`src/logic/acf_params.svh`:
```
// Purpose: Constants of the converter control block: offsets, fields, timing
// Assumes: 10 MHz master clock feeds clk_i
// Notes:   Definitions only
`ifndef ACF_PARAMS_SVH
`define ACF_PARAMS_SVH

// Master clock and filter decimation
`define ACF_CLK_HZ          10000000
`define ACF_DECIM           512
`define ACF_RATE_DEFAULT_HZ 60
`define ACF_NOTCH_RESET     12'((2 * `ACF_CLK_HZ / \
	(`ACF_DECIM * `ACF_RATE_DEFAULT_HZ) + 1) / 2)
`define ACF_CODE_MIN        12'h013
`define ACF_CODE_MAX        12'h7d0

// Settling, in output word periods
`define ACF_SETTLE_STEP     3'h4
`define ACF_SETTLE_SYNC     3'h3
`define ACF_SETTLE_CHAN     3'h3

// Register byte offsets
`define ACF_ADDR_CONTROL    8'h00
`define ACF_ADDR_STATUS     8'h04
`define ACF_ADDR_COEF_SEL   8'h08
`define ACF_ADDR_COEF_DATA  8'h0c
`define ACF_ADDR_WORD_COUNT 8'h10

// Control register field positions
`define ACF_F_NOTCH_LO      0
`define ACF_F_NOTCH_HI      11
`define ACF_F_UNIPOLAR      12
`define ACF_F_BURNOUT       13
`define ACF_F_COMP          14
`define ACF_F_WORD24        15
`define ACF_F_SLEEP         16
`define ACF_F_PAIR          17
`define ACF_F_GAIN_LO       18
`define ACF_F_GAIN_HI       20

// Reset values
`define ACF_GAIN_RESET      3'h0
`define ACF_COEF_RESET      24'h000000

`endif

```
`src/logic/acf_pkg.sv`:
```
// Purpose: Types of the converter control block
// Assumes: Constants come from acf_params.svh
// Notes:   Every module keeps its whole state in one struct from here
package acf_pkg;

	// Configuration held in the control register
	typedef struct packed {
		logic [2:0]  gain_code;
		logic        pair_sel;
		logic        sleep;
		logic        word24;
		logic        comp_on;
		logic        burnout_on;
		logic        unipolar;
		logic [11:0] notch_code;
	} acf_cfg_s;

	// Settings driven toward the analog front end
	typedef struct packed {
		logic [7:0] gain_factor;
		logic       second_pair;
		logic       sleep;
		logic       word24;
		logic       comp_on;
		logic       burnout_on;
		logic       unipolar;
	} acf_front_s;

	// Coefficient load progress, three bytes high first
	typedef enum logic [1:0] {
		ACF_COEF_IDLE,
		ACF_COEF_ONE,
		ACF_COEF_TWO
	} acf_coef_e;

	// Word timer state
	typedef struct packed {
		logic [15:0] pre;
		logic [11:0] period;
		logic        tick;
	} acf_timer_s;

	// Settling gate state
	typedef struct packed {
		logic [2:0] remain;
	} acf_gate_s;

	// Core state
	typedef struct packed {
		acf_cfg_s              cfg;
		acf_front_s            front;
		logic [1:0][23:0]      coef_zero;
		logic [1:0][23:0]      coef_full;
		logic                  coef_full_sel;
		acf_coef_e             coef_state;
		logic [15:0]           coef_stage;
		logic                  sync_meta;
		logic                  sync_sync;
		logic                  sync_prev;
		logic                  new_word;
		logic                  ready;
		logic [15:0]           word_count;
		logic [31:0]           rdata;
	} acf_core_s;

endpackage

```
`src/logic/acf_word_timer.sv`:
```
// Purpose: Output word period counter, DECIM times the notch code
// Assumes: Code held stable by the caller between clears
// Notes:   Codes 0 and 1 both give one prescaler period
`timescale 1ns/1ps
`include "acf_params.svh"
module acf_word_timer #(
	parameter int DECIM = `ACF_DECIM
) (
	// Clock and reset
	input  wire logic        clk_i,
	input  wire logic        rst_i,
	// Control
	input  wire logic        clear_i,
	input  wire logic [11:0] code_i,
	// Word period event
	output logic             tick_o
);
	localparam logic [15:0] PRE_LAST = 16'(DECIM - 1);

	acf_pkg::acf_timer_s r, nxt;

	if (DECIM < 2 || DECIM > 65536) begin : g_check
		$error("acf_word_timer: DECIM out of range");
	end

	// Prescale by DECIM, then count notch code periods
	always_comb begin
		nxt = r;
		nxt.tick = 1'b0;
		if (clear_i) begin
			nxt.pre = 16'h0000;
			nxt.period = 12'h000;
		end else if (r.pre == PRE_LAST) begin
			nxt.pre = 16'h0000;
			if ({1'b0, r.period} + 13'h0001 >= {1'b0, code_i}) begin
				nxt.period = 12'h000;
				nxt.tick = 1'b1;
			end else begin
				nxt.period = r.period + 12'h001;
			end
		end else begin
			nxt.pre = r.pre + 16'h0001;
		end
	end

	// State register
	always_ff @(posedge clk_i) begin
		if (rst_i) begin
			r <= '0;
		end else begin
			r <= nxt;
		end
	end

	assign tick_o = r.tick;
endmodule

```
`src/logic/acf_settle_gate.sv`:
```
// Purpose: Holds back word events until the filter has settled
// Assumes: One tick per output word period
// Notes:   A new load replaces the count, even a larger pending one
`timescale 1ns/1ps
`include "acf_params.svh"
module acf_settle_gate (
	// Clock and reset
	input  wire logic       clk_i,
	input  wire logic       rst_i,
	// Settling requests
	input  wire logic       load_i,
	input  wire logic [2:0] load_val_i,
	// Word periods
	input  wire logic       tick_i,
	output logic            pass_o,
	output logic [2:0]      remain_o
);
	acf_pkg::acf_gate_s r, nxt;

	// Count word periods down to settled
	always_comb begin
		nxt = r;
		if (load_i) begin
			nxt.remain = load_val_i;
		end else if (tick_i && r.remain != 3'h0) begin
			nxt.remain = r.remain - 3'h1;
		end
	end

	// State register, settling from power-on as after a step
	always_ff @(posedge clk_i) begin
		if (rst_i) begin
			r.remain <= `ACF_SETTLE_STEP;
		end else begin
			r <= nxt;
		end
	end

	// Word at the last settling period is already settled
	assign pass_o = tick_i && !load_i && r.remain <= 3'h1;
	assign remain_o = r.remain;
endmodule

```
`src/logic/acf_core.sv`:
```
// Purpose: Control register, coefficient access and word rate of the
//          sigma-delta converter's digital side
// Assumes: Single 10 MHz clock; sync pin is asynchronous to it
// Notes:   Register port answers reads in the following cycle
//
// The placing of the registers and the plain strobed port are this design's own decisions.
`timescale 1ns/1ps
`include "acf_params.svh"

module acf_core #(
	parameter int DECIM = `ACF_DECIM
) (
	// Clock and reset
	input  wire logic               clk_i,
	input  wire logic               rst_i,
	// Register port
	input  wire logic [7:0]         addr_i,
	input  wire logic [31:0]        wdata_i,
	input  wire logic               wr_i,
	input  wire logic               rd_i,
	output logic [31:0]             rdata_o,
	// Filter sync pin, low holds filter in reset
	input  wire logic               sync_n_i,
	// Front end settings
	output acf_pkg::acf_front_s     front_o,
	// Word events
	output logic                    word_ready_o,
	output logic                    settled_o,
	output logic                    code_fault_o
);
	acf_pkg::acf_core_s r, nxt;

	// Shared combinational terms
	logic               ctrl_wr;
	logic               status_rd;
	logic               sel_wr;
	logic               data_wr;
	acf_pkg::acf_cfg_s  cfg_new;
	logic               pair_change;
	logic               code_change;
	logic               wake;
	logic               sync_low;
	logic               sync_rise;
	logic               timer_clear;
	logic               settle_load;
	logic [2:0]         settle_val;
	logic               tick;
	logic               pass;
	logic [2:0]         remain;
	logic               fault;
	logic               settled;
	logic [7:0]         gain_factor;
	logic [31:0]        ctrl_word;
	logic [31:0]        status_word;

	// Prescaler is sixteen bits wide and needs two states at least
	if (DECIM < 2 || DECIM > 65536) begin : g_check
		$error("acf_core: DECIM out of range");
	end

	// Address decode
	assign ctrl_wr   = wr_i && addr_i == `ACF_ADDR_CONTROL;
	assign sel_wr    = wr_i && addr_i == `ACF_ADDR_COEF_SEL;
	assign data_wr   = wr_i && addr_i == `ACF_ADDR_COEF_DATA;
	assign status_rd = rd_i && addr_i == `ACF_ADDR_STATUS;

	// Control word as it would be written
	always_comb begin
		cfg_new = r.cfg;
		if (ctrl_wr) begin
			cfg_new.gain_code  = wdata_i[`ACF_F_GAIN_HI:`ACF_F_GAIN_LO];
			cfg_new.pair_sel   = wdata_i[`ACF_F_PAIR];
			cfg_new.sleep      = wdata_i[`ACF_F_SLEEP];
			cfg_new.word24     = wdata_i[`ACF_F_WORD24];
			cfg_new.comp_on    = wdata_i[`ACF_F_COMP];
			cfg_new.burnout_on = wdata_i[`ACF_F_BURNOUT];
			cfg_new.unipolar   = wdata_i[`ACF_F_UNIPOLAR];
			cfg_new.notch_code =
				wdata_i[`ACF_F_NOTCH_HI:`ACF_F_NOTCH_LO];
		end
	end

	// Gain code to amplifier factor, doubling per step;
	// code 0 is the power-on gain of one
	always_comb begin
		unique case (cfg_new.gain_code)
			3'h0: gain_factor = 8'h01;
			3'h1: gain_factor = 8'h02;
			3'h2: gain_factor = 8'h04;
			3'h3: gain_factor = 8'h08;
			3'h4: gain_factor = 8'h10;
			3'h5: gain_factor = 8'h20;
			3'h6: gain_factor = 8'h40;
			3'h7: gain_factor = 8'h80;
		endcase
	end

	// Events that restart filter settling
	assign pair_change = cfg_new.pair_sel != r.cfg.pair_sel;
	assign code_change = cfg_new.notch_code != r.cfg.notch_code;
	assign wake        = r.cfg.sleep && !cfg_new.sleep;
	assign sync_low    = !r.sync_sync;
	assign sync_rise   = r.sync_sync && !r.sync_prev;

	// Filter held in reset by sync, sleep or a new code; restarting on
	// a new code keeps the first period from mixing two code lengths
	assign timer_clear = sync_low || r.cfg.sleep || code_change;

	// Settling length: a full step needs four, sync or channel three
	// One write may change code and pair at once; the longer count wins
	always_comb begin
		settle_load = 1'b0;
		settle_val  = `ACF_SETTLE_SYNC;
		if (code_change || wake) begin
			settle_load = 1'b1;
			settle_val  = `ACF_SETTLE_STEP;
		end else if (pair_change) begin
			settle_load = 1'b1;
			settle_val  = `ACF_SETTLE_CHAN;
		end else if (sync_rise) begin
			settle_load = 1'b1;
			settle_val  = `ACF_SETTLE_SYNC;
		end
	end

	// Software is trusted with the code range; only flagged here
	assign fault = r.cfg.notch_code < `ACF_CODE_MIN ||
		r.cfg.notch_code > `ACF_CODE_MAX;

	// Settled once the gate has no periods left to wait
	assign settled = remain == 3'h0;

	// Control register as read back
	always_comb begin
		ctrl_word = 32'h0000_0000;
		ctrl_word[`ACF_F_GAIN_HI:`ACF_F_GAIN_LO] = r.cfg.gain_code;
		ctrl_word[`ACF_F_PAIR]     = r.cfg.pair_sel;
		ctrl_word[`ACF_F_SLEEP]    = r.cfg.sleep;
		ctrl_word[`ACF_F_WORD24]   = r.cfg.word24;
		ctrl_word[`ACF_F_COMP]     = r.cfg.comp_on;
		ctrl_word[`ACF_F_BURNOUT]  = r.cfg.burnout_on;
		ctrl_word[`ACF_F_UNIPOLAR] = r.cfg.unipolar;
		ctrl_word[`ACF_F_NOTCH_HI:`ACF_F_NOTCH_LO] =
			r.cfg.notch_code;
	end

	// Status bits; settled and remain come from the gate register,
	// so software sees the same count that holds words back
	always_comb begin
		status_word       = 32'h0000_0000;
		status_word[0]    = settled;
		status_word[1]    = r.new_word;
		status_word[2]    = fault;
		status_word[3]    = sync_low;
		status_word[5:4]  = r.coef_state;
		status_word[10:8] = remain;
	end

	// Word period counter
	acf_word_timer #(
		.DECIM    (DECIM)
	) u_timer (
		.clk_i    (clk_i),
		.rst_i    (rst_i),
		.clear_i  (timer_clear),
		.code_i   (r.cfg.notch_code),
		.tick_o   (tick)
	);

	// Settling gate
	acf_settle_gate u_gate (
		.clk_i      (clk_i),
		.rst_i      (rst_i),
		.load_i     (settle_load),
		.load_val_i (settle_val),
		.tick_i     (tick),
		.pass_o     (pass),
		.remain_o   (remain)
	);

	// Next state
	always_comb begin
		nxt = r;
		nxt.cfg = cfg_new;

		// Sync pin through two flops, then edge history; only the second
		// flop is read, the first may still be settling
		nxt.sync_meta = sync_n_i;
		nxt.sync_sync = r.sync_meta;
		nxt.sync_prev = r.sync_sync;

		// Decode settings for the front end
		nxt.front.gain_factor = gain_factor;
		nxt.front.second_pair = cfg_new.pair_sel;
		nxt.front.sleep       = cfg_new.sleep;
		nxt.front.word24      = cfg_new.word24;
		nxt.front.comp_on     = cfg_new.comp_on;
		nxt.front.burnout_on  = cfg_new.burnout_on;
		nxt.front.unipolar    = cfg_new.unipolar;

		// Word events, one per settled period
		// A word passing the gate in the cycle sleep is written still lands; later ones are dropped
		nxt.ready = pass && !r.cfg.sleep;
		if (sync_low) begin
			nxt.word_count = 16'h0000;
		end else if (r.ready) begin
			nxt.word_count = r.word_count + 16'h0001;
		end

		// New-word flag: set beats a clearing status read,
		// so a word that lands with the read is still reported
		if (r.ready) begin
			nxt.new_word = 1'b1;
		end else if (status_rd) begin
			nxt.new_word = 1'b0;
		end

		// Coefficient bank select; abandons a partial word
		if (sel_wr) begin
			nxt.coef_full_sel = wdata_i[0];
		end

		// Coefficient load, high byte first, 24 bits or nothing
		// A partial word never reaches a bank; stray bytes join the next word unless a select or control write drops them
		if (sel_wr || ctrl_wr) begin
			nxt.coef_state = acf_pkg::ACF_COEF_IDLE;
			nxt.coef_stage = 16'h0000;
		end else if (data_wr) begin
			unique case (r.coef_state)
				acf_pkg::ACF_COEF_IDLE: begin
					nxt.coef_stage[15:8] = wdata_i[7:0];
					nxt.coef_state = acf_pkg::ACF_COEF_ONE;
				end
				acf_pkg::ACF_COEF_ONE: begin
					nxt.coef_stage[7:0] = wdata_i[7:0];
					nxt.coef_state = acf_pkg::ACF_COEF_TWO;
				end
				acf_pkg::ACF_COEF_TWO: begin
					nxt.coef_state = acf_pkg::ACF_COEF_IDLE;
					if (r.coef_full_sel) begin
						nxt.coef_full[r.cfg.pair_sel] =
							{r.coef_stage, wdata_i[7:0]};
					end else begin
						nxt.coef_zero[r.cfg.pair_sel] =
							{r.coef_stage, wdata_i[7:0]};
					end
				end
				default: begin
					nxt.coef_state = acf_pkg::ACF_COEF_IDLE;
				end
			endcase
		end

		// Read data, valid only in the cycle after the strobe
		nxt.rdata = 32'h0000_0000;
		if (rd_i) begin
			unique case (addr_i)
				`ACF_ADDR_CONTROL: begin
					nxt.rdata = ctrl_word;
				end
				`ACF_ADDR_STATUS: begin
					nxt.rdata = status_word;
				end
				`ACF_ADDR_COEF_SEL: begin
					nxt.rdata[0] = r.coef_full_sel;
				end
				`ACF_ADDR_COEF_DATA: begin
					// Always the whole 24-bit word
					nxt.rdata[23:0] = r.coef_full_sel ?
						r.coef_full[r.cfg.pair_sel] :
						r.coef_zero[r.cfg.pair_sel];
				end
				`ACF_ADDR_WORD_COUNT: begin
					nxt.rdata[15:0] = r.word_count;
				end
				default: begin
					nxt.rdata = 32'h0000_0000;
				end
			endcase
		end
	end

	// State register with power-on values; the sync flops start high
	// so that leaving reset is not taken for a sync release
	always_ff @(posedge clk_i) begin
		if (rst_i) begin
			r.cfg.gain_code   <= `ACF_GAIN_RESET;
			r.cfg.pair_sel    <= 1'b0;
			r.cfg.sleep       <= 1'b0;
			r.cfg.word24      <= 1'b0;
			r.cfg.comp_on     <= 1'b0;
			r.cfg.burnout_on  <= 1'b0;
			r.cfg.unipolar    <= 1'b0;
			r.cfg.notch_code  <= `ACF_NOTCH_RESET;
			r.front.gain_factor <= 8'h01;
			r.front.second_pair <= 1'b0;
			r.front.sleep       <= 1'b0;
			r.front.word24      <= 1'b0;
			r.front.comp_on     <= 1'b0;
			r.front.burnout_on  <= 1'b0;
			r.front.unipolar    <= 1'b0;
			r.coef_zero     <= {2{`ACF_COEF_RESET}};
			r.coef_full     <= {2{`ACF_COEF_RESET}};
			r.coef_full_sel <= 1'b0;
			r.coef_state    <= acf_pkg::ACF_COEF_IDLE;
			r.coef_stage    <= 16'h0000;
			r.sync_meta     <= 1'b1;
			r.sync_sync     <= 1'b1;
			r.sync_prev     <= 1'b1;
			r.new_word      <= 1'b0;
			r.ready         <= 1'b0;
			r.word_count    <= 16'h0000;
			r.rdata         <= 32'h0000_0000;
		end else begin
			r <= nxt;
		end
	end

	// Outputs
	assign rdata_o      = r.rdata;
	assign front_o      = r.front;
	assign word_ready_o = r.ready;
	assign settled_o    = settled;
	assign code_fault_o = fault;
endmodule

```
`config.mk`:
```
export PLATFORM = sky130hd
export DESIGN_NAME = acf_core
export DESIGN_NICKNAME = d
export VERILOG_FILES = /design/src/logic/acf_pkg.sv /design/src/logic/acf_word_timer.sv /design/src/logic/acf_settle_gate.sv /design/src/logic/acf_core.sv
export VERILOG_INCLUDE_DIRS = /design/src /design/src/logic
export SDC_FILE = /design/constraint.sdc
export NUM_CORES = 1
export LEC_CHECK = 0
export BUFFER_PORTS_ARGS = -buffer_cell sky130_fd_sc_hd__buf_4
export CAP_MARGIN = 5
export CORE_ASPECT_RATIO = 1.25
export CORE_UTILIZATION = 25
export CTS_CLUSTER_SIZE = 24
export DETAILED_ROUTE_END_ITERATION = 10
export PLACE_DENSITY = 0.43
export SETUP_SLACK_MARGIN = 0.5
export SLEW_MARGIN = 20
export SYNTH_ARGS = -nofsm -noshare
export SYNTH_HDL_FRONTEND = slang
export SYNTH_SLANG_ARGS = --single-unit
```
`constraint.sdc`:
```
create_clock -name clk_i -period 7.9 [get_ports clk_i]
set_clock_uncertainty 0.2 [all_clocks]
set_input_delay 1.58 -clock clk_i [delete_from_list [all_inputs] [get_ports clk_i]]
set_output_delay 1.58 -clock clk_i [all_outputs]
set_load 0.05 [all_outputs]
```
==> results of run 1 <==
==> power groups by stage <==
stage | clock [mW] | sequential [mW] | combinational, mW
floorplan | 0 | 1.14 | 0.0478
global route | 1.36 | 1.12 | 0.0787
finish | 1.26 | 1.12 | 0.0724
global placement | 0 | 1.14 | 0.0742
CTS | 1.31 | 1.12 | 0.0740
detailed placement | 0 | 1.14 | 0.0739
==> critical path: stages (launching register included) <==
cell,delay (ps)
dfxtp_1,470
or4_1,160
a21oi_1,70
o311ai_0,590
buf_4,320
==> registers in the layout (all words and copies together), names as in the netlist <==
register	cells
r	133
u_timer.tick_o	1
nxt	2
word_ready_o	1
front_o	14
rdata_o	24
ctrl_word	15
u_gate.remain_o	3
u_timer.r	28
==> cells in the final DEF (no fill, tap or decap), types with 5 or more instances in the layout <==
cell / Yosys / layout
dfxtp_1: 221 / 220
nor2_1: 169 / 169
mux2i_1: 116 / 116
buf_4: 49 / 85
nand2_1: 79 / 79
a21oi_1: 48 / 48
inv_1: 29 / 29
xnor2_1: 29 / 29
clkbuf_16: 0 / 27
mux4_2: 22 / 22
xor2_1: 21 / 21
ha_1: 18 / 18
nor3_1: 17 / 17
nand3_1: 16 / 16
o2111ai_1: 16 / 16
a222oi_1: 15 / 15
nand4_1: 13 / 13
and3_1: 12 / 12
nor3b_1: 9 / 9
o21ai_0: 9 / 8
conb_1: 1 / 8
clkbuf_8: 0 / 8
nor4_1: 7 / 7
a31oi_1: 7 / 7
a211oi_1: 6 / 6
or3_1: 6 / 6
o211ai_1: 6 / 6
clkbuf_1: 28 / 6
and2_1: 5 / 5
and4_1: 5 / 5
==> layout make-up <==
type                    instances  area, µm²
clock buffers                  41        808
clock inverters                 7        114
fillers                      4243      28400
inverters                      29        109
multi-input cells             700       4940
flip-flops and latches        221       4430
well taps                     546        683
repair buffers                 85        638
==> worst min path at each step <==
stage,from,endpoint,slack (ps),cells after the start
floorplan,nxt[51]$_SDFF_PP1_,nxt[50]$_SDFF_PP1_,190,1
global placement,nxt[51]$_SDFF_PP1_,nxt[50]$_SDFF_PP1_,220,1
detailed placement,nxt[51]$_SDFF_PP1_,nxt[50]$_SDFF_PP1_,210,1
CTS,nxt[51]$_SDFF_PP1_,nxt[50]$_SDFF_PP1_,230,1
global route,nxt[51]$_SDFF_PP1_,nxt[50]$_SDFF_PP1_,250,1
finish,nxt[51]$_SDFF_PP1_,nxt[50]$_SDFF_PP1_,220,1
==> metal layers <==
metal | up-vias | share of wire, % | GRT usage [%]
met2 | 161 | 48 | 22.9
met1 | 3485 | 45 | 16.5
met3 | 34 | 5.3 | 2.83
met5 | - | 0 | 0
met4 | 0 | 2.0 | 3.71
li1 | 3660 | - | -
==> metrics by stage <==
stage               cells  hold WS (ps)  instance area, µm²  setup WS (ps)  util [%]
floorplan            1063           189               10200           3650         -
global placement     1581           216               10800           3550      26.9
detailed placement   1581           209               10800           3530      26.9
CTS                  1629           227               11700           3920      29.2
global route         1629           247               11700           3830      29.2
finish               1629           221               11700           3970      29.2
==> Yosys cell counts, types with 18 or more instances <==
master and n:
a21oi_1 48, buf_2 26, buf_4 49, clkbuf_1 28, dfxtp_1 221, ha_1 18, inv_1 29, mux2i_1 116
mux4_2 22, nand2_1 79, nor2_1 169, xnor2_1 29, xor2_1 21
==> logic make-up after synthesis <==
logic type,after synthesis
other cells,1
mux,141
compound gates,126
flops,221
xor+xnor,50
simple gates,357
fa+ha+maj,18
buf+inv,142
==> results, run 1 <==
- The run finished with clean final reports.
- In the synthesized netlist the async set-or-reset flop fraction comes to 0%.
- The number of hold-slack violations in the final timing report is 0.
- The post-synthesis cell count is 1056.
- The number of enable-type register cells in the synthesized netlist is 0.
- The number of antenna violations at the first check in global routing is 0.
- The proportion of synthesized area in mux cells is 16.6%.
- The biggest fanout along the worst timing path is 6.
- STA puts the critical path data arrival time at 2150 ps.
- The post-synthesis compound-gate area fraction is 8.60%.
- The setup fix buffers added after clock tree synthesis is 0.
- The CTS clock-pin slew for the worst setup and hold paths is 60 ps.
- Relative to the synthesized area, the layout overhead comes to 15.3%.
- Sorting the synthesized cells by area gives the leading types as dfxtp_1, mux2i_1, nor2_1, mux4_2, buf_4.
- The max capacitance violation total is 0.
- After synthesis, flip-flops and latches occupy 43.6% of the total area.
- The initial core utilization is 25.3%.
- The number of iterations in the first detailed-routing pass is 5.
- The largest family of logic cells by synthesized area is multiplexers.
- The floorplan step defined a die boundary enclosing 0.0414 mm².
- The number of clock sinks is 221.
- The most critical setup path has its endpoint at code_fault_o.
- In this run, synthesis produced a sequential element count of 221.
- In the routed design, unresolved DRC markers number 0.
- The type of the worst min-delay path is flop to flop.
- The share of synthesized area in the top cell type comes to 43.6%.
- Setup violations remaining at the end of the flow were counted as 0.
- The fraction of power consumed by combinational cells is 2.9%.
- The worst register-to-register path begins at u_timer.r[1]$_SDFFE_PP0N_.
- During placement, the flow inserted port buffers numbering 74.
- In this run the number of H-tree levels came out at 1.
- The number of ports placed on the die boundary is 94.
- In the final layout, the share of cells above drive strength 1 is 15.3%.
- The cell chosen for the clock root is clkbuf_16.
- The worst setup path is launched from a flop.
- The width of the chip is 182 µm.
- The minimum setup slack among reg-to-reg paths is 4460 ps.
- The maximum clock path buffer count is 3.
- The final weighted congestion in routability-driven placement is 0.766.
- The first global-routing pass estimated 42400 µm of wire.
- The net total in the final layout is 1127.
- The total count of max-transition violations in the final report is 0.
- Setup repair after global routing left no endpoint under its margin.
- Across every metal layer, demand over resource in global routing totals 13.2%.
- The hold buffer count at cts is 0.
- The number of violations reported at the end of detailed-routing iteration 0 is 398.
- The number of clock buffers added by TritonCTS is 27.
- The analysis attributes to net switching a power of 0.523 mW.
- Yosys printed 0 warnings.
- Wires add up to 27400 µm.
- The via-per-instance ratio is 4.51.
- The total overflow left after global routing is 0.
- The number of antenna diodes in the final layout is 0.
- The cell count of the worst reg-to-reg path is 9.
- The power per cell area is 210 mW/mm².
- Internal power comes to 1.93 mW.
- TritonCTS built the clock tree.
- For the finished layout, the period the worst path requires is 3930 ps.
- The later pin in the worst-skew pair is clocked with a latency of 530 ps.
- Of the total synthesized cell area, the portion taken by full adders, half adders and majority gates is 2.22%.
- The most common flop cell mapped by yosys is dfxtp_1.
- The count of nets left with antenna violations once routing finished came out at 0.
- The sum of negative setup slack is 0 ps.
- The placed wire-length estimate is 18500 µm.
- The start point of the critical path is ctrl_word[0]$_SDFF_PP0_.
- The worst pin sits at a relative slew slack of 30.3%.
- Data on the critical path is required at its endpoint by 6120 ps.
- The via count of the first global-routing pass is 7136.
- Sequential cells burn 45.6% of the power.
- The timing-limited maximum frequency is 0.255 GHz.
- Per report_power, the clock group accounts for 51.5% of the total.
- dfxtp_1 takes more of the synthesized area than any other cell.
- The kind of capture point of the worst setup path is a primary output.
- The leakage power summed over all cells is 4.35 nW.
- The worst-case IR drop observed on VDD is 0.157 mV.
- Entering global routing, the biggest net connects 74 pins.
- Summing every instance area after synthesis gives 0.0102 mm².
- The synthesized netlist contains 57 unique library cells.
- The switching share of power is 21.3%.
- The post-cts gate resize count is 0.
- The portion of the clock cycle consumed by the worst path in the final layout is 49.7%.
- The average detailed-routed wire length per instance is 16.8 µm.
- For the pin with the worst max-slew slack, the measured transition is 1040 ps.
- The total via count after detailed routing is 7340.
- The xor and xnor area share after synthesis is 4.31%.
- In this run the critical register-to-register path is captured at u_timer.r[9]$_SDFFE_PP0N_.
- The synthesized netlist devotes 16.6% of its cell area to simple gates.
- After floorplanning, the core was sized to cover 0.0401 mm².
- A synthesized cell averages 9.62 µm².
- The die is 227 µm tall.
- The cell row count is 82.
- The overall power after layout is 2.46 mW.
- The worst setup path is of the flop to primary output kind.
(Power assumes the default switching activity.)
==> inputs of run 2 (changes only) <==
--- a/config.mk
+++ b/config.mk
@@ -6,13 +6,14 @@
 export SDC_FILE = /design/constraint.sdc
 export NUM_CORES = 1
 export LEC_CHECK = 0
+export ABC_AREA = 1
 export BUFFER_PORTS_ARGS = -buffer_cell sky130_fd_sc_hd__buf_4
 export CAP_MARGIN = 5
 export CORE_ASPECT_RATIO = 1.25
 export CORE_UTILIZATION = 25
 export CTS_CLUSTER_SIZE = 24
 export DETAILED_ROUTE_END_ITERATION = 10
-export PLACE_DENSITY = 0.43
+export PLACE_DENSITY = 0.45
 export SETUP_SLACK_MARGIN = 0.5
 export SLEW_MARGIN = 20
 export SYNTH_ARGS = -nofsm -noshare
==> constraint.sdc (replaced) <==
create_clock -name clk_i -period 3.2 [get_ports clk_i]
set_clock_uncertainty 0.2 [all_clocks]
set_input_delay 0.64 -clock clk_i [delete_from_list [all_inputs] [get_ports clk_i]]
set_output_delay 0.64 -clock clk_i [all_outputs]
set_load 0.05 [all_outputs]
==> run 2 against run 1 <==
Net effect:
- core utilization is 1.4 points higher
- power is 140% higher
- non-clock buffer count is 33 higher
- worst hold slack worse by 130 ps
- combinational power grew to 3.0 times the previous value
- sequential share of layout area is 1.7 points lower
- first-iteration DRC count is 40% higher
- register-to-register slack worse by 3900 ps
- area after synthesis is 0.91% higher
- final cell count is 22% higher
- clock-buffer cell count is 1 higher
- global-route usage is 2.3 points higher
- critical path type is now flop to flop
==> results, run 2 <==
- Leaving out fill and tap cells, the most frequent cell in the layout is nor2_1.
- The power share of the clock group came to 49.6% (-1.9 points).
- The leakage power summed over all cells is 4.73 nW (+8.5%).
- The largest register by flop count is r.
- The run finished with clean final reports.
- In this run the critical register-to-register path is captured at u_timer.r[11]$_SDFFE_PP0N_.
- The area added between synthesis and finish is 20.0%.
- Setup repair after global routing could not meet its margin everywhere.
- The type of the worst min-delay path is input pin to flop.
- The worst IR drop on VDD is 0.323 mV (+110%).
- The number of hold-slack violations in the final timing report is 0 (unchanged).
- The startpoint of the worst register-to-register path is u_timer.r[1]$_SDFFE_PP0N_.
- The worst slew slack as a fraction of its limit came to 60.2% (+30 points).
- The area share of the leading cell type in the synthesized netlist came to 43.2% (-0.39 points).
- The count of filler cells inserted in the layout was 4451 (+4.9%).
- The combined area of all synthesized cells came to 0.0103 mm² (+0.91%).
- The final weighted congestion in routability-driven placement is 0.802 (+4.8%).
- The number of clock sinks came to 221 (unchanged).
- The flip-flop count of the largest register after layout is 133 (unchanged).
- The placed cell area is 0.0111 mm² (+2.9%).
- The required time of the critical path is 3420 ps (-2700 ps).
- The hold buffer count at cts is 0 (unchanged).
- The fraction of final layout cells with drive strength greater than 1 is 16.6% (+1.2 points).
- The final design area excluding fillers came to 0.0123 mm² (+5.0%).
- Sorting the synthesized cells by area gives the leading types as dfxtp_1, nor2_1, o21ai_0, a21oi_1, inv_1.
- The cell chosen for the clock root is clkbuf_16.
- The number of buffers created by CTS is 27 (unchanged).
- The initial core utilization is 25.5% (+0.17 points).
- The number of antenna violations at the first check in global routing is 0 (unchanged).
- The actual transition at the worst max-transition pin is 590 ps (-448 ps).
- The total count of max-transition violations in the final report was 0 (unchanged).
- The width of the chip is 183 µm (+0.45%).
- The remaining number of nets flagged by the antenna check after routing is 0 (unchanged).
- The average detailed-routed wire length per instance is 16.3 µm (-3.1%).
- The proportion of synthesized chip area in sequential cells is 43.2% (-0.39 points).
- The critical path data arrival time came to 2870 ps (+720 ps).
- The post-synthesis average cell area came to 7.39 µm² (-23%).
- The worst setup path is of the flop to flop kind.
- In the layout the commonest cells are nor2_1, dfxtp_1, o21ai_0.
- The area of the die is 0.0418 mm² (+0.90%).
- The most common flop cell mapped by yosys is dfxtp_1.
- The number of enable-type register cells in the synthesized netlist is 0 (unchanged).
- The share of flip-flops with an asynchronous set or reset after synthesis is 0% (unchanged).
- The via-per-instance ratio came to 4.54 (+0.70%).
- The overall power after layout is 5.91 mW (+140%).
- The count of antenna diodes in the layout is 0 (unchanged).
- The via count of the first global-routing pass is 8835 (+24%).
- The number of iterations in the first detailed-routing pass is 4 (-1).
- The area of the core region is 0.0402 mm² (+0.26%).
- The number of cells traversed by the worst hold path is 2 (+1).
- The clock tree from TritonCTS is yes.
- The max capacitance violation total is 0 (unchanged).
- The Yosys warning count is 0 (unchanged).
- The wire length after detailed routing is 32400 µm (+18%).
- STA classifies the critical path endpoint as a flop.
- The fraction of power consumed by combinational cells is 3.7% (+0.8 points).
- The cell-internal power is 4.53 mW (+130%).
- The CTS clock-pin slew for the worst setup and hold paths came to 50 ps (about the same).
- The biggest fanout along the worst timing path is 6 (unchanged).
- The placed wire-length estimate came to 22700 µm (+22%).
- For the finished layout, the period the worst path requires is 2640 ps.
- The net total in the final layout came to 1486 (+32%).
- The clock network latency to the later pin of the worst-skew pair is 560 ps (+30 ps).
- The overall overflow remaining after global route came to 0 (unchanged).
- The first-pass GRT wire length came to 50400 µm (+19%).
- The footprint of the multi-input gates is 0.00491 mm² (-0.66%).
- The post-synthesis cell count is 1387 (+31%).
- The most frequent cell after synthesis is nor2_1.
- The flip-flop and latch count after synthesis is 221 (unchanged).
- The count of cell types in the netlist is 43 (-25%).
- The all-layer global routing usage is 15.5% (+2.3 points).
- The endpoint of the worst setup timing path is u_timer.r[11]$_SDFFE_PP0N_.
- By count the netlist is led by nor2_1, dfxtp_1, o21ai_0.
- The vertical die dimension is 228 µm (+0.45%).
- In the finished design, the share of the clock period the worst path needs comes to 82.6%.
- The maximum number of pins on one net before global-route repair is 69 (-6.8%).
- The number of violations reported at the end of detailed-routing iteration 0 is 557 (+40%).
- The switching share of power is 23.4% (+2.1 points).
- The sequential group share of total power was 46.7% (+1.1 points).
- The maximum clock path buffer count was 3 (unchanged).
- The minimum setup slack among reg-to-reg paths is 560 ps (-3900 ps).
- The power spent charging and discharging nets is 1.38 mW (+160%).
- Timing would allow up to 0.378 GHz.
- The final number of setup-violating endpoints is 0 (unchanged).
- The number of ports placed on the die boundary is 94 (unchanged).
- The sum of negative setup slack was 0 ps (unchanged).
- The number of levels the H-tree was split into is 1 (unchanged).
- The count of port buffers added during placement was 74 (unchanged).
- The power per cell area is 480 mW/mm² (+130%).
- The total via count after detailed routing came to 9020 (+23%).
- The cell count of the worst reg-to-reg path is 12 (+3).
- The largest area contributor in the netlist is dfxtp_1.
- The final routed DRC violation total is 0 (unchanged).
- The area of all sequential standard cells is 0.00444 mm² (+0.37%).
- The cell row count is 82 (unchanged).
- The kind of launch point of the worst setup path is a flop.
- The most critical setup path has its startpoint at u_timer.r[1]$_SDFFE_PP0N_.
run 2: changes by cell type in the layout (fill, tap and decap cells not counted), sizes merged, moves of 25 or more:
cell | before | now
nand4 | 15 | 44
nor2 | 169 | 271
buf | 85 | 118
nand3 | 17 | 42
mux2i | 116 | 1
inv | 30 | 137
nand2 | 79 | 121
o21ai | 9 | 180
a21oi | 48 | 112
run 2: layout make-up:
| class | instances | area share (%) |
|---|---|---|
| inverter | 138 | 4.23 |
| clock inverter | 6 | 0.275 |
| multi-input combinational | 916 | 39.9 |
| timing repair buffer | 118 | 7.39 |
| tap | 546 | 5.55 |
| sequential | 221 | 36.1 |
| timing repair inverter | 1 | 0.0610 |
| clock buffer | 42 | 6.52 |
run 2: cells by family after synthesis:
family	share of synthesized area, %
and+or+nand+nor	22.4
AOI/OAI and AO/OA	18.4
buffers and inverters	11.7
DFF	43.2
xor gates and xnor gates	1.97
adders and majority gates	2.20
other	0.0366
muxes	0.0976
run 2: worst max-delay path, cell delays in order (launching register included):
cell and delay, ps:
dfxtp_4 390, nand3_4 80, nor3_4 210, nand2_2 110, xor2_2 170, ha_1 340, nand2_4 60, nor4_4 260
nand3b_1 150, nand3_4 150, clkinvlp_4 200, nand3_1 120, a21oi_1 70
run 2: per-stage QoR:
step	instances	hold WS, ps	setup slack (ps)	utilization, %
3_5_place_dp	1930	211	200	27.6
3_3_place_gp	1930	213	250	27.6
5_1_grt	1988	72.5	441	30.6
4_1_cts	1980	59.2	502	29.9
6_report	1988	87.5	556	30.6
2_1_floorplan	1394	189	616	-
run 2: metal layers:
metal,vias up,share of wire (%),GRT usage [%]
li1,4624,-,-
met1,4199,43,18.6
met2,139,50,27.5
met3,58,3.5,2.34
met4,0,3.3,5.99
met5,-,0,0
run 2: worst min path at each step:
stage | startpoint | end | slack, ps
floorplan | nxt[51]$_SDFF_PP1_ | nxt[50]$_SDFF_PP1_ | 190
global placement | nxt[51]$_SDFF_PP1_ | nxt[50]$_SDFF_PP1_ | 210
detailed placement | nxt[51]$_SDFF_PP1_ | nxt[50]$_SDFF_PP1_ | 210
CTS | sync_n_i | nxt[51]$_SDFF_PP1_ | 60
global route | sync_n_i | nxt[51]$_SDFF_PP1_ | 70
finish | sync_n_i | nxt[51]$_SDFF_PP1_ | 90
run 2: repair_timing:
item / in CTS / in global routing
resized for setup: 19 / 40
endpoints found under the setup margin: 13 / 14
pin swaps: 4 / 17
gates cloned: 1 / 0
buffers inserted: 1 / 8
run 2: power groups by stage:
stage	combinational [mW]	sequential [mW]	clock, mW
CTS	0.220	2.76	3.01
global route	0.243	2.76	3.12
global placement	0.218	2.82	0
floorplan	0.141	2.82	0
finish	0.219	2.76	2.93
detailed placement	0.219	2.82	0
==> inputs of run 3 (changes only) <==
--- a/config.mk
+++ b/config.mk
@@ -6,14 +6,14 @@
 export SDC_FILE = /design/constraint.sdc
 export NUM_CORES = 1
 export LEC_CHECK = 0
-export ABC_AREA = 1
+export ABC_AREA = 0
 export BUFFER_PORTS_ARGS = -buffer_cell sky130_fd_sc_hd__buf_4
 export CAP_MARGIN = 5
 export CORE_ASPECT_RATIO = 1.25
 export CORE_UTILIZATION = 25
 export CTS_CLUSTER_SIZE = 24
 export DETAILED_ROUTE_END_ITERATION = 10
-export PLACE_DENSITY = 0.45
+export PLACE_DENSITY = 0.43
 export SETUP_SLACK_MARGIN = 0.5
 export SLEW_MARGIN = 20
 export SYNTH_ARGS = -nofsm -noshare
==> constraint.sdc (replaced) <==
create_clock -name clk_i -period 2.45 [get_ports clk_i]
set_clock_uncertainty 0.2 [all_clocks]
set_input_delay 0.49 -clock clk_i [delete_from_list [all_inputs] [get_ports clk_i]]
set_output_delay 0.49 -clock clk_i [all_outputs]
set_load 0.05 [all_outputs]
==> run 3 against run 2 <==
Net effect:
- the flow now finishes with violations (negative setup slack)
- clock-buffer cell count is 9 lower
- setup slack got worse by 740 ps
- power increased by 32%
- register-to-register slack got worse by 740 ps
- final cell count is 11% lower
- die area is 0.89% lower
- cell area is 12% higher
- fmax up 0.54%
- critical path depth decreased by 1
- via count shrank 9.9%
- critical path type unchanged
- largest power group unchanged
- highest routed layer unchanged
==> results, run 3 (synthesized netlist as in run 1, its figures left out) <==
- The worst setup path is of the flop to flop kind.
- The number of buffer and inverter stages on the critical path came to 1 (unchanged).
- The number of violations reported at the end of detailed-routing iteration 0 is 415 (-25%).
- The utilization after layout is 34.3% (+3.7 points).
- The number of iterations in the first detailed-routing pass came to 7 (+3).
- The count of antenna diodes in the layout is 0 (unchanged).
- The number of standard cells in the layout, taps in and fillers out came to 1769 (-11%).
- The leakage power summed over all cells is 5.28 nW (+12%).
- The number of antenna violations at the first check in global routing is 0 (unchanged).
- The startpoint identified for the worst hold timing path is wdata_i[19].
- The maximum clock path buffer count is 3 (unchanged).
- The worst slew slack as a fraction of its limit is 49.8% (-10 points).
- The wire length after detailed routing came to 32300 µm (-0.45%).
- The width of the chip is 182 µm (-0.45%).
- The checks that failed: negative setup slack.
- The type of the worst min-delay path is input pin to flop.
- The minimum setup slack among reg-to-reg paths was -180 ps (-740 ps).
- The remaining number of nets flagged by the antenna check after routing is 0 (unchanged).
- The final number of setup-violating endpoints is 14 (+14).
- The count of filler cells inserted in the layout is 4095 (-8.0%).
- The overall overflow remaining after global route is 0 (unchanged).
- The actual transition at the worst max-transition pin is 753 ps (+163 ps).
- Walking the worst path, the cells encountered are ha_4, nand3_4, nor3_2, xor2_1, ha_1, a211o_1, a211oi_2, o211a_4, buf_12, o2111ai_1, a31oi_1.
- The slowest cell on the critical path is dfxtp_4.
- The overall power after layout is 7.81 mW (+32%).
- The kind of launch point of the worst setup path is a flop.
- The placed cell area is 0.0117 mm² (+5.1%).
- The final design area excluding fillers was 0.0138 mm² (+12%).
- The power per cell area is 567 mW/mm² (+18%).
- The initial core utilization is 25.3% (-0.17 points).
- The fraction of power consumed by combinational cells is 4.4% (+0.7 points).
- The total count of max-transition violations in the final report is 0 (unchanged).
- The area of the die came to 0.0414 mm² (-0.89%).
- The placed wire-length estimate is 22100 µm (-2.5%).
- The portion of the clock cycle consumed by the worst path in the final layout is 107% (+25 points).
- The area added between synthesis and finish is 35.5%.
- The critical path starts at u_timer.r[2]$_SDFFE_PP0N_.
- The final weighted congestion in routability-driven placement is 0.828 (+3.3%).
- The max capacitance violation total is 0 (unchanged).
- The total via count after detailed routing is 8131 (-9.9%).
- The sequential group share of total power is 46.2% (-0.5 points).
- The largest register by flop count is r.
- The area of the core region came to 0.0401 mm² (-0.26%).
- The final period demand of the worst path is 2630 ps (-14.2 ps).
- The run finished, with violations left.
- The count of port buffers added during placement is 74 (unchanged).
- The most common cell after layout, fill and taps aside is dfxtp_1.
- The switching share of power is 22.5% (-0.91 points).
- The vertical die dimension is 227 µm (-0.45%).
- The timing-limited maximum frequency was 0.380 GHz (+0.54%).
- The power share of the clock group came to 49.5% (about the same).
- TritonCTS built the clock tree.
- The number of ports placed on the die boundary is 94 (unchanged).
- The worst setup path is captured at a flop.
- The cell-internal power is 6.05 mW (+34%).
- The CTS clock-pin slew for the worst setup and hold paths is 60 ps (about the same).
- The required time of the critical path is 2690 ps (-730 ps).
- The worst IR drop on VDD came to 0.380 mV (+18%).
- The net total in the final layout is 1268 (-15%).
- The number of clock sinks is 221 (unchanged).
- The cell row count is 82 (unchanged).
- The maximum number of pins on one net before global-route repair came to 69 (unchanged).
- The via-per-instance ratio was 4.60 (+1.3%).
- The number of buffers created by CTS is 25 (-7.4%).
- The clock network latency to the later pin of the worst-skew pair is 530 ps (-30 ps).
- Setup repair after global routing could not meet its margin everywhere.
- The flip-flop count of the largest register after layout is 133 (unchanged).
- The first-pass GRT wire length was 48300 µm (-4.1%).
- The startpoint identified for the worst register-to-register timing path is u_timer.r[2]$_SDFFE_PP0N_.
- The number of levels the H-tree was split into is 1 (unchanged).
- The tree is rooted in a clkbuf_16.
- The number of hold-slack violations in the final timing report came to 0 (unchanged).
- The average detailed-routed wire length per instance is 18.3 µm (+12%).
- The stage delay of the slowest cell on the critical path is 360 ps (-30 ps).
- In the layout the commonest cells are dfxtp_1, buf_4, nor2_1.
- The power spent charging and discharging nets was 1.75 mW (+27%).
- The all-layer global routing usage is 15.3% (-0.19 points).
- The number of placed cells counting well taps is 1666 (-14%).
- The critical path's top delay family is compound AO/OA/AOI/OAI gates.
- The via count of the first global-routing pass is 8054 (-8.8%).
- The critical path data arrival time is 2870 ps (about the same).
- The least setup slack across all paths after layout is -180 ps (-736 ps).
- The fraction of final layout cells with drive strength greater than 1 is 32.5% (+16 points).
- The final routed DRC violation total came to 0 (unchanged).
- The biggest fanout along the worst timing path is 8 (+2).
run 3: cell types whose count changed in the layout (fill, tap and decap cells not counted), moves of 16 or more:
cell,before,now
o21ai_0,180,5
mux2i_1,1,113
inv_1,131,25
nor2_1,250,147
a21oi_1,108,42
buf_4,115,168
nand2_1,114,77
nand4_1,42,13
buf_6,1,24
mux4_2,0,22
nand3_1,33,12
o22ai_1,19,1
xnor2_1,5,23
buf_12,1,17
run 3: stage by stage:
| step | TNS (ps) | setup WS [ps] | hold WS, ps |
|---|---|---|---|
| finish | -1770 | -180 | 29.7 |
| global route | -3410 | -291 | 23.1 |
| CTS | -1440 | -148 | 5.78 |
| detailed placement | -2900 | -235 | 200 |
| global placement | -4850 | -239 | 202 |
| floorplan | -267 | -33.8 | 189 |
run 3: tightest hold or removal path, stage by stage:
cell and delay (ps):
buf_4 120, nand2_1 50, a21oi_1 50
run 3: final cells by class:
class | instances | area (µm²) | share of cell area [%]
repair buffers | 228 | 2170 | 15.8
clock buffers | 33 | 706 | 5.13
clock inverters | 12 | 138 | 1.00
well taps | 546 | 683 | 4.96
flip-flops and latches | 221 | 4470 | 32.5
inverters | 29 | 121 | 0.882
multi-input cells | 700 | 5470 | 39.7
run 3: per-layer routing:
layer / global-route usage, % / up-vias / wire, µm
met5: 0 / - / 0
li1: - / 3948 / -
met1: 18.2 / 3974 / 13200
met2: 28.1 / 159 / 16800
met3: 2.02 / 50 / 1220
met4: 5.50 / 0 / 1010
run 3: final timing paths:
check | endpoint | cells past startpoint
max | u_timer.r[3]$_SDFFE_PP0N_ | 11
min | ctrl_word[19]$_SDFF_PP0_ | 3
max reg2reg | u_timer.r[3]$_SDFFE_PP0N_ | 11
min reg2reg | nxt[50]$_SDFF_PP1_ | 1
run 3: timing repair:
| item | in CTS | in global routing |
|---|---|---|
| setup buffers | 34 | 8 |
| gates resized for setup | 93 | 87 |
| endpoints found under the hold margin | 8 | 0 |
| pin swaps | 27 | 19 |
| hold buffers | 8 | 0 |
| endpoints found under the setup margin | 103 | 137 |
| gates cloned | 4 | 4 |
run 3: power groups by stage:
stage | Combinational (mW) | Clock, mW | Sequential (mW)
floorplan | 0.165 | 0 | 3.69
global placement | 0.283 | 0 | 3.69
detailed placement | 0.283 | 0 | 3.69
CTS | 0.326 | 3.97 | 3.60
global route | 0.363 | 4.10 | 3.60
finish | 0.340 | 3.86 | 3.60
